--- src/i2c_slv_regs.svh ---
// register offsets, field positions and reset values of the i2c slave status block
// assumes an axi4-lite slave with 32-bit data, one aligned word per register
`ifndef I2C_SLV_REGS_SVH
`define I2C_SLV_REGS_SVH
`define REG_STATUS_CONTROL 8'h00
`define REG_SLAVE_ADDR     8'h04
`define REG_DATA           8'h08
`define REG_IRQ_STATUS     8'h0C
`define REG_IRQ_CLEAR      8'h10
`define REG_IRQ_ENABLE     8'h14
`define CTL_RESET          8'h81
`define CTL_SW_MASK        8'h1E
`define IRQ_ADDR_HIT       0
`define IRQ_BYTE_DONE      1
`define IRQ_START          2
`define IRQ_STOP           3
`define IRQ_W              4
`define BITS_PER_BYTE      4'h8
`define RESP_OKAY          2'b00
`define RESP_SLVERR        2'b10
`endif

--- src/i2c_slv_pkg.sv ---
// types shared by the i2c slave status block
// assumes i2c_slv_regs.svh supplies the numeric constants
package i2c_slv_pkg;
   // status/control byte, bit 7 down to bit 0
   typedef struct packed {
      logic byte_done_flag;
      logic address_hit_flag;
      logic line_occupied_flag;
      logic direction_select;
      logic ack_output_level;
      logic master_direction_flag;
      logic address_wake_enable;
      logic received_ack_flag;
   } ctl_t;
   typedef enum logic [1:0] {ST_IDLE, ST_ADDR, ST_DATA, ST_SKIP} link_st_t;
endpackage

--- src/i2c_slv_status.sv ---
// i2c slave byte engine with its status/control byte behind axi4-lite
// assumes open-drain sda/scl resolved outside; scl and sda are asynchronous pins
//
// Our own choices: the address map and the AXI4-Lite interface to the registers.
`timescale 1ns/1ps
`default_nettype none
`include "i2c_slv_regs.svh"
module i2c_slv_status import i2c_slv_pkg::*; (
   input  wire logic        i_sys_clk,
   input  wire logic        i_reset_n,
   input  wire logic        i_scl,
   input  wire logic        i_sda,
   output logic             o_sda,
   output logic             o_sda_oe_n,
   output logic             o_irq,
   output logic             o_wake,
   input  wire logic [7:0]  i_awaddr,
   input  wire logic        i_awvalid,
   output logic             o_awready,
   input  wire logic [31:0] i_wdata,
   input  wire logic [3:0]  i_wstrb,
   input  wire logic        i_wvalid,
   output logic             o_wready,
   output logic [1:0]       o_bresp,
   output logic             o_bvalid,
   input  wire logic        i_bready,
   input  wire logic [7:0]  i_araddr,
   input  wire logic        i_arvalid,
   output logic             o_arready,
   output logic [31:0]      o_rdata,
   output logic [1:0]       o_rresp,
   output logic             o_rvalid,
   input  wire logic        i_rready
);
   ctl_t                 ctl_q;
   link_st_t             st_q;
   logic [2:0]           scl_sy_q, sda_sy_q;
   logic                 scl_q, sda_q;
   logic                 scl_rise, scl_fall, start, stop;
   logic [3:0]           cnt_q;
   logic                 in_ack_q, drv_q;
   logic [7:0]           sh_q, rx_q, tx_q;
   logic [6:0]           own_addr_q;
   logic [`IRQ_W-1:0]    ist_q, ien_q, ev, clr;
   logic                 aw_full_q, w_full_q;
   logic [7:0]           awaddr_q, wa;
   logic [31:0]          wdata_q, wd;
   logic [3:0]           wstrb_q, ws;
   logic                 do_wr, sw_wr_ctl;

   ////////////////////////////////////////////////////////////////////////////
   // pin synchronisers: a level counts once stages two and three agree
   always_ff @(posedge i_sys_clk) begin
      if (!i_reset_n) begin
         scl_sy_q <= 3'h7;
         sda_sy_q <= 3'h7;
         scl_q    <= 1'b1;
         sda_q    <= 1'b1;
      end else begin
         scl_sy_q <= {scl_sy_q[1:0], i_scl};
         sda_sy_q <= {sda_sy_q[1:0], i_sda};
         if (scl_sy_q[1] == scl_sy_q[2]) scl_q <= scl_sy_q[2];
         if (sda_sy_q[1] == sda_sy_q[2]) sda_q <= sda_sy_q[2];
      end
   end

   // edges of the filtered levels; sda edges with scl high are start/stop
   assign scl_rise = (scl_sy_q[1] == scl_sy_q[2]) && scl_sy_q[2] && !scl_q;
   assign scl_fall = (scl_sy_q[1] == scl_sy_q[2]) && !scl_sy_q[2] && scl_q;
   assign start    = (sda_sy_q[1] == sda_sy_q[2]) && !sda_sy_q[2] && sda_q && scl_q;
   assign stop     = (sda_sy_q[1] == sda_sy_q[2]) && sda_sy_q[2] && !sda_q && scl_q;

   ////////////////////////////////////////////////////////////////////////////
   // byte engine: shift on scl rise, change sda only after scl fall
   always_ff @(posedge i_sys_clk) begin
      if (!i_reset_n) begin
         st_q     <= ST_IDLE;
         cnt_q    <= 4'h0;
         in_ack_q <= 1'b0;
         drv_q    <= 1'b0;
         sh_q     <= 8'h00;
         rx_q     <= 8'h00;
      end else if (start) begin
         st_q     <= ST_ADDR;
         cnt_q    <= 4'h0;
         in_ack_q <= 1'b0;
         drv_q    <= 1'b0;
      end else if (stop) begin
         st_q     <= ST_IDLE;
         in_ack_q <= 1'b0;
         drv_q    <= 1'b0;
      end else if (st_q == ST_ADDR || st_q == ST_DATA) begin
         if (scl_rise && cnt_q < `BITS_PER_BYTE) begin
            sh_q  <= {sh_q[6:0], sda_q};
            cnt_q <= cnt_q + 4'h1;
         end else if (scl_fall && cnt_q == `BITS_PER_BYTE && !in_ack_q) begin
            in_ack_q <= 1'b1;
            if (st_q == ST_ADDR) begin
               // unmatched address: stay off the bus until the next start
               if (sh_q[7:1] == own_addr_q) drv_q <= 1'b1;
               else st_q <= ST_SKIP;
            end else if (!ctl_q.direction_select) begin
               rx_q  <= sh_q;
               drv_q <= !ctl_q.ack_output_level;
            end else begin
               drv_q <= 1'b0; // master owns the ack slot
            end
         end else if (scl_fall && in_ack_q) begin
            in_ack_q <= 1'b0;
            cnt_q    <= 4'h0;
            if (st_q == ST_ADDR) st_q <= ST_DATA;
            if (ctl_q.direction_select && (st_q == ST_ADDR || !ctl_q.received_ack_flag)) begin
               sh_q  <= tx_q;
               drv_q <= !tx_q[7];
            end else begin
               drv_q <= 1'b0;
               if (st_q == ST_DATA && ctl_q.direction_select) st_q <= ST_SKIP;
            end
         end else if (scl_fall && ctl_q.direction_select && st_q == ST_DATA) begin
            drv_q <= !sh_q[7];
         end
      end else begin
         drv_q <= 1'b0;
      end
   end

   // open drain: only ever pull low, enable is active low
   assign o_sda      = 1'b0;
   assign o_sda_oe_n = !drv_q;

   ////////////////////////////////////////////////////////////////////////////
   // status flags; hardware updates win over software writes of the same bit
   logic addr_last, addr_match, ninth_tx;
   assign addr_last  = scl_rise && st_q == ST_ADDR && cnt_q == 4'h7;
   assign addr_match = sh_q[6:0] == own_addr_q;
   assign ninth_tx   = scl_rise && st_q == ST_DATA && ctl_q.direction_select && in_ack_q;

   always_ff @(posedge i_sys_clk) begin
      if (!i_reset_n) begin
         ctl_q <= ctl_t'(`CTL_RESET);
      end else begin
         if (sw_wr_ctl) begin
            ctl_q.direction_select      <= wd[4];
            ctl_q.ack_output_level      <= wd[3];
            ctl_q.master_direction_flag <= wd[2];
            ctl_q.address_wake_enable   <= wd[1];
         end
         if (start) ctl_q.line_occupied_flag <= 1'b1;
         else if (stop) ctl_q.line_occupied_flag <= 1'b0;
         if (start) ctl_q.address_hit_flag <= 1'b0;
         else if (addr_last) ctl_q.address_hit_flag <= addr_match;
         if (addr_last) ctl_q.master_direction_flag <= sda_q;
         if ((st_q == ST_ADDR || st_q == ST_DATA) && scl_rise && cnt_q == 4'h0 && !in_ack_q)
            ctl_q.byte_done_flag <= 1'b0;
         else if ((st_q == ST_ADDR || st_q == ST_DATA) && scl_rise && cnt_q == 4'h7)
            ctl_q.byte_done_flag <= 1'b1;
         if (ninth_tx) ctl_q.received_ack_flag <= sda_q;
      end
   end

   ////////////////////////////////////////////////////////////////////////////
   // sticky interrupt status; a new event beats a clear in the same cycle
   always_comb begin
      ev                 = '0;
      ev[`IRQ_ADDR_HIT]  = addr_last && addr_match;
      ev[`IRQ_BYTE_DONE] = (st_q == ST_DATA) && scl_rise && cnt_q == 4'h7;
      ev[`IRQ_START]     = start;
      ev[`IRQ_STOP]      = stop;
   end

   always_ff @(posedge i_sys_clk) begin
      if (!i_reset_n) ist_q <= '0;
      else ist_q <= (ist_q & ~clr) | ev;
   end

   assign o_irq  = |(ist_q & ien_q);
   assign o_wake = ctl_q.address_hit_flag && ctl_q.address_wake_enable;

   ////////////////////////////////////////////////////////////////////////////
   // axi4-lite write: address and data taken in either order, one at a time
   assign o_awready = !aw_full_q && !o_bvalid;
   assign o_wready  = !w_full_q && !o_bvalid;
   assign wa        = aw_full_q ? awaddr_q : i_awaddr;
   assign wd        = w_full_q ? wdata_q : i_wdata;
   assign ws        = w_full_q ? wstrb_q : i_wstrb;
   assign do_wr     = (aw_full_q || (i_awvalid && o_awready)) && (w_full_q || (i_wvalid && o_wready));
   assign sw_wr_ctl = do_wr && ws[0] && wa == `REG_STATUS_CONTROL;
   assign clr       = (do_wr && ws[0] && wa == `REG_IRQ_CLEAR) ? wd[`IRQ_W-1:0] : '0;

   always_ff @(posedge i_sys_clk) begin
      if (!i_reset_n) begin
         aw_full_q <= 1'b0;
         w_full_q  <= 1'b0;
         awaddr_q  <= 8'h00;
         wdata_q   <= 32'h0000_0000;
         wstrb_q   <= 4'h0;
         o_bvalid  <= 1'b0;
         o_bresp   <= `RESP_OKAY;
      end else if (do_wr) begin
         aw_full_q <= 1'b0;
         w_full_q  <= 1'b0;
         o_bvalid  <= 1'b1;
         o_bresp   <= (wa > `REG_IRQ_ENABLE || wa[1:0] != 2'b00) ? `RESP_SLVERR : `RESP_OKAY;
      end else begin
         if (i_awvalid && o_awready) begin
            aw_full_q <= 1'b1;
            awaddr_q  <= i_awaddr;
         end
         if (i_wvalid && o_wready) begin
            w_full_q <= 1'b1;
            wdata_q  <= i_wdata;
            wstrb_q  <= i_wstrb;
         end
         if (o_bvalid && i_bready) o_bvalid <= 1'b0;
      end
   end

   // software-owned registers
   always_ff @(posedge i_sys_clk) begin
      if (!i_reset_n) begin
         own_addr_q <= 7'h00;
         tx_q       <= 8'h00;
         ien_q      <= '0;
      end else if (do_wr && ws[0]) begin
         if (wa == `REG_SLAVE_ADDR) own_addr_q <= wd[7:1];
         if (wa == `REG_DATA) tx_q <= wd[7:0];
         if (wa == `REG_IRQ_ENABLE) ien_q <= wd[`IRQ_W-1:0];
      end
   end

   ////////////////////////////////////////////////////////////////////////////
   // axi4-lite read: one beat, answer the cycle after the address is taken
   assign o_arready = !o_rvalid;

   always_ff @(posedge i_sys_clk) begin
      if (!i_reset_n) begin
         o_rvalid <= 1'b0;
         o_rdata  <= 32'h0000_0000;
         o_rresp  <= `RESP_OKAY;
      end else if (i_arvalid && o_arready) begin
         o_rvalid <= 1'b1;
         o_rresp  <= `RESP_OKAY;
         case (i_araddr)
            `REG_STATUS_CONTROL: o_rdata <= {24'h00_0000, ctl_q};
            `REG_SLAVE_ADDR:     o_rdata <= {24'h00_0000, own_addr_q, 1'b0};
            `REG_DATA:           o_rdata <= {24'h00_0000, rx_q};
            `REG_IRQ_STATUS:     o_rdata <= {28'h000_0000, ist_q};
            `REG_IRQ_ENABLE:     o_rdata <= {28'h000_0000, ien_q};
            default: begin
               o_rdata <= 32'h0000_0000;
               o_rresp <= `RESP_SLVERR;
            end
         endcase
      end else if (o_rvalid && i_rready) begin
         o_rvalid <= 1'b0;
      end
   end
endmodule
`default_nettype wire

--- config.mk ---
export PLATFORM = sky130hd
export DESIGN_NAME = i2c_slv_status
export DESIGN_NICKNAME = d
export VERILOG_FILES = /design/src/i2c_slv_pkg.sv /design/src/i2c_slv_status.sv
export VERILOG_INCLUDE_DIRS = /design/src
export SDC_FILE = /design/constraint.sdc
export NUM_CORES = 1
export LEC_CHECK = 0
export BUFFER_PORTS_ARGS = -buffer_cell sky130_fd_sc_hd__buf_2
export CAP_MARGIN = 20
export CELL_PAD_IN_SITES_DETAIL_PLACEMENT = 0
export CELL_PAD_IN_SITES_GLOBAL_PLACEMENT = 1
export CORE_UTILIZATION = 35
export DETAILED_ROUTE_END_ITERATION = 6
export PLACE_DENSITY_LB_ADDON = 0.1
export SYNTH_ARGS = -nofsm -noshare
export SYNTH_HDL_FRONTEND = slang
export SYNTH_SLANG_ARGS = --single-unit
--- constraint.sdc ---
create_clock -name i_sys_clk -period 2.8 [get_ports i_sys_clk]
set_input_delay 0.84 -clock i_sys_clk [delete_from_list [all_inputs] [get_ports i_sys_clk]]
set_output_delay 0.84 -clock i_sys_clk [all_outputs]
set_load 0.05 [all_outputs]
# ---- Word level (Yosys, flattened, before mapping)
# Index checks and enable logic that the tools add are counted.
dict set report op_classes {
  mul 0
  n_reduce_logical 93
  n_eq_ne 23
  addsub 1
  mux 44
  n_lt_le_gt_ge 2
  shift 0
  n_div 0
  bitwise 12
}
# operator n
set op_table {}
lappend op_table {{8-bit two-way mux} 6}
lappend op_table {{1-bit logical AND} 41}
lappend op_table {{8-bit one-hot mux with 5 select lines} 1}
lappend op_table {{8-bit by 4-bit == test with 1-bit output (second input constant)} 3}
lappend op_table {{8-bit by 5-bit == test with 1-bit output (second input constant)} 3}
lappend op_table {{1-bit two-way mux} 23}
lappend op_table {{2-bit two-way mux} 10}
lappend op_table {{2-bit nonzero test} 9}
lappend op_table {{8-bit by 3-bit == test with 1-bit output (second input constant)} 2}
lappend op_table {{8-bit zero test} 2}
lappend op_table {{4-bit two-way mux} 4}
lappend op_table {{7-bit == test} 2}
lappend op_table {{1-bit zero test} 14}
lappend op_table {{2-bit AND reduction} 5}
lappend op_table {{5-bit AND reduction} 2}
lappend op_table {{4-bit AND} 2}
lappend op_table {{8-bit by 5-bit > comparator with 1-bit output (second input constant)} 1}
lappend op_table {{1-bit NOT} 8}
lappend op_table {{4-bit OR reduction} 2}
lappend op_table {{7-bit AND reduction} 1}
lappend op_table {{3-bit inequality test (second input constant)} 2}
lappend op_table {{3-bit AND reduction} 2}
lappend op_table {{6-bit AND reduction} 1}
lappend op_table {{3-bit nonzero test} 2}
lappend op_table {{20 further kinds} 27}
dict set report totals {
  input_bits 61
  latch_bits 0
  word_cells 208
  reg_bits 120
  mem_bits_rw 0
  output_inout_bits 45
  n_memories 0
  romBits 0
}

# ---- Logic depth before layout (Yosys ltp)
# Gate-level depths: netlist of the first run.
dict set report logic_depth {
  depth_word 11
  ltp_mapped 8
}

# ---- Least setup slack after synthesis of the first run
# No wires, ideal clock.
dict set report synth_timing {
  kind {input-to-reg}
  startpoint {input port i_awaddr[0]}
  endpoint {register ien_q[0]}
  stages 4
  t_arrival_ns 2.444
  required_ns 2.684
  setup_ns 0.116
  path_slack_ns 0.239
  cell_sequence {or3_1 -> a222oi_1 -> nand4_1 -> a31o_2}
}
dict set report synth_between {
  elab_chain_cells 3
}
# item line
set synth_lines {}
lappend synth_lines {{start, declared} i2c_slv_status.sv:17} ;# input wire logic [7:0] i_awaddr,
lappend synth_lines {{8-bit two-way mux} i2c_slv_status.sv:183} ;# assign wa = aw_full_q ? awaddr_q : i_awaddr;
lappend synth_lines {{8-bit by 5-bit == test with 1-bit output (no line)} --}
lappend synth_lines {{2-bit AND reduction (no line)} --}
lappend synth_lines {{end signal, assigned} i2c_slv_status.sv:227} ;# if (wa == `REG_IRQ_ENABLE) ien_q <= wd[`IRQ_W-1:0];
lappend synth_lines {{end, declared} i2c_slv_status.sv:44} ;# logic [`IRQ_W-1:0] ist_q, ien_q, ev, clr;
# Every way passes these cells.
# A chain may end at the register's enable or synchronous reset.

# ---- Worst setup path in the final report of the first run
dict set report layout_timing {
  startpoint {input port i_awaddr[0]}
  endpoint {register tx_q[6]}
}
dict set report layout_between {
  elab_chain_cells 3
}
# item line
set layout_lines {}
lappend layout_lines {{8-bit two-way mux} i2c_slv_status.sv:183}
lappend layout_lines {{8-bit by 4-bit == test with 1-bit output (no line)} --}
lappend layout_lines {{2-bit AND reduction (no line)} --}
lappend layout_lines {{end signal, assigned} i2c_slv_status.sv:226} ;# if (wa == `REG_DATA) tx_q <= wd[7:0];
lappend layout_lines {{end, declared} i2c_slv_status.sv:42} ;# logic [7:0] sh_q, rx_q, tx_q;
# Every way passes these cells.

==> out/qor.txt, run 1 <==
TritonRoute pass-1 iters: 4
initial core utilization: 36.2%
Clk pin slew, worst setup/hold paths: 70 ps
post_cts resized: 0
CP max FO: 9
Tcrit/Tclk final: 79.1%
placed cell areas: 5200 um2
R2R depth: 6
pwr/cell area: 578 nW/um2
Top-Level Pins: 106
CTS tree: yes
clock buffer depth: 2
final setup violating endpoints: 0
fmax: 0.451 GHz
Hold Buf Count CTS: 0
Yosys cell types: 54
Post-synth ARST share: 0%
via-per-instance ratio: 4.97
Final Skew: 9.56 ps
Die W: 120 um
first-pass GRT wire length: 18800 um
Cells after Synth: 549
MaxCap Viol Count: 0
Top FF cell, synth: dfxtp_1
startpoint types: primary input
dpl ws: 182 ps
Fin Setup TNS: 0 ps
footprint of the multi-input gates: 2670 um2
Flop pwr share: 43.6%
Skew-Pair Late Insertion Delay: 350 ps
P_int: 2.36 mW
Iteration-0 DRC Markers: 177
Avg WL per Cell: 15.0 um
FP Rows: 42
DRC errors left: 0
worst path arrival time: 2460 ps
Clock Tree Root: clkbuf_16
Clk pwr share: 44.3%
ANT cells: 0
largest net degree at the start of global routing: 28
Max VDD drop: 0.000235 V
number of global-route vias before repair: 3662
register area share after synthesis: 38.8%
grt ovf: 0
synthesized area per cell: 8.83 um2
synthesized flop and latch total: 94
Vert. Die Dim: 120 um
outcome: completed
clock tree sinks: 94
Port Buf Inserts: 51
Vias: 3852
fin crit period: 2220 ps
RSZ-0062 raised after global routing: no
post-route ant nets: 0
number of synthesis warnings: 0
fraction of layout cells with a size suffix above 1: 15.7%
Final WS setup: 584 ps
Area growth syn-to-layout: 14.1%
cell area after layout: 5530 um2
Storage cell area: 1880 um2
Post-synth EDFFs: 0
crit path kind: primary input to flop
fin. max-slew vios: 0
crit path from: i_awaddr[0]
# Post-CTS Setup Buffers: 0
critical path required time: 3040 ps
Worst Hold Path Cells: 1
hold_sp: scl_sy_q[0]$_SDFF_PN1_
Slew HR: 46.8%
drt total wl: 11600 um
Least-Margin Pin Slew: 788 ps
total track usage: 16.9%
H-Tree Depth: 3
Gate power share: 12.1%
Hold WC Path Type: flop to flop
TritonCTS buffer count: 9
CORE AREA: 13400 um2
Synth Cell Area: 4850 um2
post-DP HPWL: 8710 um
net switching power: 0.839 mW
P_leak: 2.46 nW
Crit. End Element: flop
Final #Nets: 665
initial antenna violation count: 0
Die ar.: 14300 um2
final hold viol count: 0
Sw Share: 26.2%
Layout Utilization: 41.3%
worst flop-to-flop path startpoint: aw_full_q$_SDFFE_PP0P_
Fill cells: 1397
Routability Congestion: 0.791
-- cells in the final DEF (no fill, tap or decap), types with 21 or more instances in the layout --
master   netlist  routed
inv_1         22      22
nor2_1        31      31
a21oi_1       21      21
conb_1         1      27
nand2_1       52      52
mux2i_1       46      46
o21ai_0       26      26
buf_2          2      51
dfxtp_1       94      94
nand3_1       28      28
nor2b_1       38      38
-- critical path: stages --
cell	delay, ps
buf_2	100
or3_1	330
a222oi_1	250
buf_4	210
and4_1	440
mux2i_1	230
nor2b_1	60
-- path summary, 6_finish.rpt --
check	endpoint	slack, ps
max	tx_q[6]$_SDFFE_PN0P_	580
min	scl_sy_q[1]$_SDFF_PN1_	410
max reg2reg	tx_q[6]$_SDFFE_PN0P_	590
min reg2reg	scl_sy_q[1]$_SDFF_PN1_	410
-- area by class of cell --
type / instances / area share [%]
timing repair buffer: 62 / 6.10
multi-input combinational: 405 / 48.3
tap: 176 / 3.98
sequential: 94 / 34.0
clock inverter: 6 / 1.97
clock buffer: 10 / 4.14
inverter: 22 / 1.49
-- per-stage QoR --
stage | hold slack (ps) | total power [mW] | std cells
after global placement | 389 | 1.81 | 759
after CTS | 414 | 3.24 | 775
after detailed placement | 399 | 1.82 | 759
after global routing | 433 | 3.32 | 775
after floorplan | 386 | 1.75 | 575
final | 409 | 3.20 | 775
-- cells in the mapped netlist (all sizes together) (11+ instances only) --
| master | number | area, um2 |
|---|---|---|
| dfxtp | 94 | 1880 |
| nand2 | 52 | 195 |
| mux2i | 46 | 460 |
| nor2b | 38 | 238 |
| buf | 33 | 235 |
| nor2 | 31 | 116 |
| nand3 | 28 | 140 |
| o21ai | 26 | 130 |
| inv | 22 | 82.6 |
| a21oi | 21 | 105 |
| clkbuf | 21 | 78.8 |
| nand2b | 11 | 68.8 |
| o211a | 11 | 110 |
-- power groups by stage --
| stage | combinational [mW] | clock (mW) | sequential [mW] |
|---|---|---|---|
| floorplan | 0.316 | 0 | 1.43 |
| global placement | 0.387 | 0 | 1.42 |
| detailed placement | 0.390 | 0 | 1.43 |
| CTS | 0.392 | 1.45 | 1.39 |
| global route | 0.423 | 1.50 | 1.40 |
| finish | 0.388 | 1.42 | 1.39 |
-- registers in the layout, indices dropped and copies added (netlist names), 4 cells and up --
register	flops
sh_q	8
ist_q	4
ctl_q	8
wdata_q	8
cnt_q	4
rx_q	8
own_addr_q	7
o_rdata	8
ien_q	4
awaddr_q	8
tx_q	8
-- routing by layer --
layer,share of wire (%),track usage (%)
met2,45,27.0
met1,50,22.7
met4,1.8,7.27
met3,2.9,2.42
met5,0,0
-- cell families (layout without fill, tap and decap cells) --
family | after synthesis | count (layout) | share of synthesized area (%)
flops | 94 | 94 | 38.8
simple gates | 206 | 206 | 22.4
other cells | 1 | 27 | 0.0773
buf+inv | 76 | 100 | 8.18
fa+ha+maj | 10 | 10 | 2.58
xor+xnor | 14 | 14 | 2.53
compound gates | 91 | 91 | 12.6
mux | 57 | 57 | 12.7
No activity file was read; power rests on OpenSTA's default activity.
==> run 2, diff against run 1 <==
- clock period: 2.8 -> 2.2 ns (I/O delays scaled with it)
==> run 2 against run 1 <==
Sequential cell count unchanged. Utilization up 1.1 points. Non-clock buffer count increased by 21. Clock power up 8%. Critical path depth grew 1. Cell count is 2.7% higher. Total power grew 20%. Highest routed layer unchanged. Register-to-register slack got worse by 360 ps. Worst hold slack better by 3.7 ps. Sequential share of layout area fell by 0.91 points.
==> out/qor.txt, run 2 (synthesis gave the netlist of run 1 again) <==
CP max FO: 8 (-1)
RSZ-0062 raised after global routing: no
TritonRoute pass-1 iters: 4 (unchanged)
grt ovf: 0 (unchanged)
Vert. Die Dim: 120 um (unchanged)
pwr/cell area: 673 nW/um2 (+16%)
Final Skew: 6.63 ps (-2.93 ps)
Iteration-0 DRC Markers: 186 (+5.1%)
fin crit period: 1970 ps
dpl ws: -64.3 ps (-246 ps)
ANT cells: 0 (unchanged)
final setup violating endpoints: 0 (unchanged)
final hold viol count: 0 (unchanged)
number of global-route vias before repair: 3698 (+0.98%)
Final #Nets: 686 (+3.2%)
worst path arrival time: 2220 ps (-240 ps)
Clk pin slew, worst setup/hold paths: 70 ps (about the same)
Fin Setup TNS: 0 ps (unchanged)
most frequent cells in the layout: dfxtp_1, nand2_1, buf_2, mux2i_1, nor2b_1
via-per-instance ratio: 4.88 (-1.9%)
CORE AREA: 13400 um2 (unchanged)
total power: 3.83 mW (+20%)
cell area after layout: 5690 um2 (+2.8%)
Routability Congestion: 0.805 (+1.8%)
DRC errors left: 0 (unchanged)
fmax: 0.506 GHz
# Post-CTS Setup Buffers: 0 (unchanged)
Tcrit/Tclk final: 89.7%
post_cts resized: 0 (unchanged)
placed cell areas: 5400 um2 (+3.9%)
fraction of layout cells with a size suffix above 1: 19.0% (+3.3 points)
Vias: 3882 (+0.78%)
Crit. End Element: flop
clock tree sinks: 94 (unchanged)
FP Rows: 42 (unchanged)
initial antenna violation count: 0 (unchanged)
Fill cells: 1345 (-3.7%)
Area growth syn-to-layout: 17.3%
final hold slack: 413 ps (+3.68 ps)
Final WS setup: 226 ps (-359 ps)
Skew-Pair Late Insertion Delay: 350 ps (about the same)
Hold WC Path Type: flop to flop
most common cell after layout, fill and taps aside: dfxtp_1
CTS tree: yes
fin. max-slew vios: 0 (unchanged)
post-route ant nets: 0 (unchanged)
Die W: 120 um (unchanged)
post-DP HPWL: 9050 um (+3.8%)
first-pass GRT wire length: 19400 um (+3.5%)
P_leak: 2.55 nW (+3.4%)
Hold Buf Count CTS: 0 (unchanged)
Port Buf Inserts: 51 (unchanged)
total track usage: 17.6% (+0.66 points)
clock buffer depth: 2 (unchanged)
largest net degree at the start of global routing: 26 (-7.1%)
crit path kind: flop to flop
critical path required time: 2440 ps (-600 ps)
H-Tree Depth: 3 (unchanged)
MaxCap Viol Count: 0 (unchanged)
Avg WL per Cell: 15.0 um (-0.53%)
drt total wl: 11900 um (+2.2%)
initial core utilization: 36.2% (unchanged)
TritonCTS buffer count: 9 (unchanged)
Max VDD drop: 0.000311 V (+32%)
Clock Tree Root: clkbuf_16
outcome: completed
startpoint types: flop
Top-Level Pins: 106 (unchanged)
Die ar.: 14300 um2 (unchanged)
## run 2: cell count changes in the layout (fill, tap and decap cells not counted), sizes merged
cell    change
buf        +21
clkinv      -1
bufinv      -3
clkbuf      +4
## run 2: stage by stage
step	cells	util [%]
6_report	796	42.4
5_1_grt	796	42.4
4_1_cts	796	42.4
3_5_place_dp	780	40.3
3_3_place_gp	780	40.3
2_1_floorplan	575	-
## run 2: final cells by class
| cell class | instances | area (um2) | area share [%] |
|---|---|---|---|
| inverter | 22 | 82.6 | 1.45 |
| sequential | 94 | 1880 | 33.1 |
| tap | 176 | 220 | 3.87 |
| timing repair buffer | 83 | 520 | 9.15 |
| clock buffer | 14 | 274 | 4.82 |
| multi-input combinational | 405 | 2690 | 47.4 |
| clock inverter | 2 | 13.8 | 0.242 |
## run 2: critical path, stage by stage, from the launching register on
cell     delay [ps]
dfxtp_1         330
inv_1            90
ha_1            180
nor2b_1         220
nand4_1         330
nor4_4          290
buf_12          180
mux2i_1         190
nor2b_1          60
## run 2: path summary, 6_finish.rpt
check / start / to / slack [ps] / depth (start not counted)
hold / removal: scl_sy_q[0]$_SDFF_PN1_ / scl_sy_q[1]$_SDFF_PN1_ / 410 / 1
setup reg to reg: cnt_q[0]$_SDFFE_PP0P_ / rx_q[7]$_SDFFE_PN0P_ / 230 / 8
setup / recovery: cnt_q[0]$_SDFFE_PP0P_ / rx_q[7]$_SDFFE_PN0P_ / 230 / 8
hold reg to reg: scl_sy_q[0]$_SDFF_PN1_ / scl_sy_q[1]$_SDFF_PN1_ / 410 / 1
## run 2: report_power, final
group	internal, mW	switching, mW
clock network	0.863	0.664
registers	1.74	0.0310
logic	0.174	0.356
total	2.78	1.05
## run 2: layer usage
layer  part of all wire, %  wire, um  track usage (%)
met1                    49      5880             23.6
met2                    45      5400             28.0
met3                   3.9       464             2.76
met4                   1.3       160             7.11
met5                     0         0                0
==> run 3, diff against run 2 <==
- clock period: 2.2 -> 2.51 ns (I/O delays scaled with it)
==> run 3 against run 2 <==
First-iteration DRC count shrank 1.6%. Utilization shrank 1.4 points. Via count shrank 1.1%.
==> out/qor.txt, run 3 (synthesis gave the netlist of run 1 again) <==
Clk pin slew, worst setup/hold paths: 60 ps (about the same)
Final WS setup: 318 ps (+92.5 ps)
placed cell areas: 5230 um2 (-3.1%)
fin crit period: 2190 ps (+217 ps)
CORE AREA: 13400 um2 (unchanged)
Crit. End Element: flop
P_leak: 2.45 nW (-3.8%)
most common cell after layout, fill and taps aside: dfxtp_1
pwr/cell area: 587 nW/um2 (-13%)
critical path required time: 2740 ps (+300 ps)
Vert. Die Dim: 120 um (unchanged)
ANT cells: 0 (unchanged)
final hold slack: 407 ps (-5.93 ps)
Port Buf Inserts: 51 (unchanged)
initial core utilization: 36.2% (unchanged)
post-route ant nets: 0 (unchanged)
TritonCTS buffer count: 9 (unchanged)
Max VDD drop: 0.000298 V (-3.9%)
total track usage: 17.2% (-0.35 points)
number of global-route vias before repair: 3677 (-0.57%)
Least-Margin Pin Slew: 760 ps
via-per-instance ratio: 4.92 (+0.97%)
Iteration-0 DRC Markers: 183 (-1.6%)
crit path kind: flop to flop
initial antenna violation count: 0 (unchanged)
grt ovf: 0 (unchanged)
largest net degree at the start of global routing: 30 (+15%)
Fin Setup TNS: 0 ps (unchanged)
Routability Congestion: 0.781 (-2.9%)
CP max FO: 13 (+5)
Hold Buf Count CTS: 0 (unchanged)
Clock Tree Root: clkbuf_16
MaxCap Viol Count: 0 (unchanged)
Tcrit/Tclk final: 87.3% (-2.4 points)
final hold viol count: 0 (unchanged)
# Post-CTS Setup Buffers: 0 (unchanged)
Slew HR: 48.6%
RSZ-0062 raised after global routing: no
fmax: 0.456 GHz (-9.9%)
Vias: 3841 (-1.1%)
Placed Instances: 764 (-2.1%)
Top-Level Pins: 106 (unchanged)
cell area after layout: 5490 um2 (-3.4%)
Area growth syn-to-layout: 13.3%
CTS tree: yes
final setup violating endpoints: 0 (unchanged)
startpoint types: flop
clock tree sinks: 94 (unchanged)
first-pass GRT wire length: 19100 um (-1.6%)
Final Skew: 9.36 ps (+2.73 ps)
Skew-Pair Late Insertion Delay: 340 ps (about the same)
Hold WC Path Type: flop to flop
clock buffer depth: 2 (unchanged)
Die W: 120 um (unchanged)
most frequent cells in the layout: dfxtp_1, nand2_1, buf_2, mux2i_1, nor2b_1
post_cts resized: 0 (unchanged)
Final #Nets: 670 (-2.3%)
drt total wl: 11400 um (-4.5%)
fraction of layout cells with a size suffix above 1: 16.1% (-3.0 points)
worst path arrival time: 2430 ps (+210 ps)
Layout Cells excl Fill: 780 (-2.0%)
TritonRoute pass-1 iters: 4 (unchanged)
Avg WL per Cell: 14.6 um (-2.5%)
H-Tree Depth: 3 (unchanged)
fin. max-slew vios: 0 (unchanged)
dpl ws: 29.7 ps (+94.0 ps)
Die ar.: 14300 um2 (unchanged)
post-DP HPWL: 8660 um (-4.2%)
FP Rows: 42 (unchanged)
Fill cells: 1381 (+2.7%)
outcome: completed
DRC errors left: 0 (unchanged)
-- run 3: changes by cell type in the layout (fill, tap and decap cells not counted) --
cell / before / now
clkinv_4: 0 / 1
o21ai_1: 7 / 0
o21ai_0: 19 / 26
inv_6: 1 / 0
clkinv_2: 1 / 3
clkbuf_8: 3 / 0
buf_4: 30 / 16
buf_12: 2 / 0
nand3_2: 4 / 0
clkbuf_1: 2 / 3
nand3_1: 24 / 28
-- run 3: final timing paths --
path / startpoint / end / slack [ps] / cells after the start
min: sda_sy_q[0]$_SDFF_PN1_ / sda_sy_q[1]$_SDFF_PN1_ / 410 / 1
max: aw_full_q$_SDFFE_PP0P_ / ien_q[0]$_SDFFE_PN0P_ / 320 / 5
min reg2reg: sda_sy_q[0]$_SDFF_PN1_ / sda_sy_q[1]$_SDFF_PN1_ / 410 / 1
max reg2reg: aw_full_q$_SDFFE_PP0P_ / ien_q[0]$_SDFFE_PN0P_ / 320 / 5
-- run 3: stage by stage --
step | power, mW | utilization, %
final | 3.22 | 41.0
after global routing | 3.38 | 41.0
after CTS | 3.27 | 41.0
after detailed placement | 2.03 | 39.1
after global placement | 2.02 | 39.1
after floorplan | 1.95 | -
-- run 3: where the power goes --
group	internal (mW)	switching (mW)	total, mW
Clock	0.669	0.566	1.24
Combinational	0.136	0.291	0.427
Sequential	1.53	0.0359	1.56
-- run 3: area by class of cell --
cell class	instances	area, um2	area share (%)
clock buffer	12	236	4.30
clock inverter	4	23.8	0.433
inverter	22	82.6	1.50
multi-input combinational	405	2670	48.7
sequential	94	1880	34.3
tap	176	220	4.01
timing repair buffer	67	375	6.83
-- run 3: per-layer routing --
metal | share of wire, % | wire (um) | vias up | global-route usage (%)
li1 | - | - | 1959 | -
met1 | 49 | 5550 | 1792 | 23.0
met2 | 46 | 5240 | 80 | 27.9
met3 | 3.5 | 403 | 10 | 2.80
met4 | 1.5 | 169 | 0 | 6.41
met5 | 0 | 0 | - | 0
-- run 3: worst max-delay path, stage by stage (launching register included) --
cell and delay (ps):
dfxtp_1 550, or3b_1 390, a222oi_1 250, buf_4 210, nand4_1 320, a31o_2 360
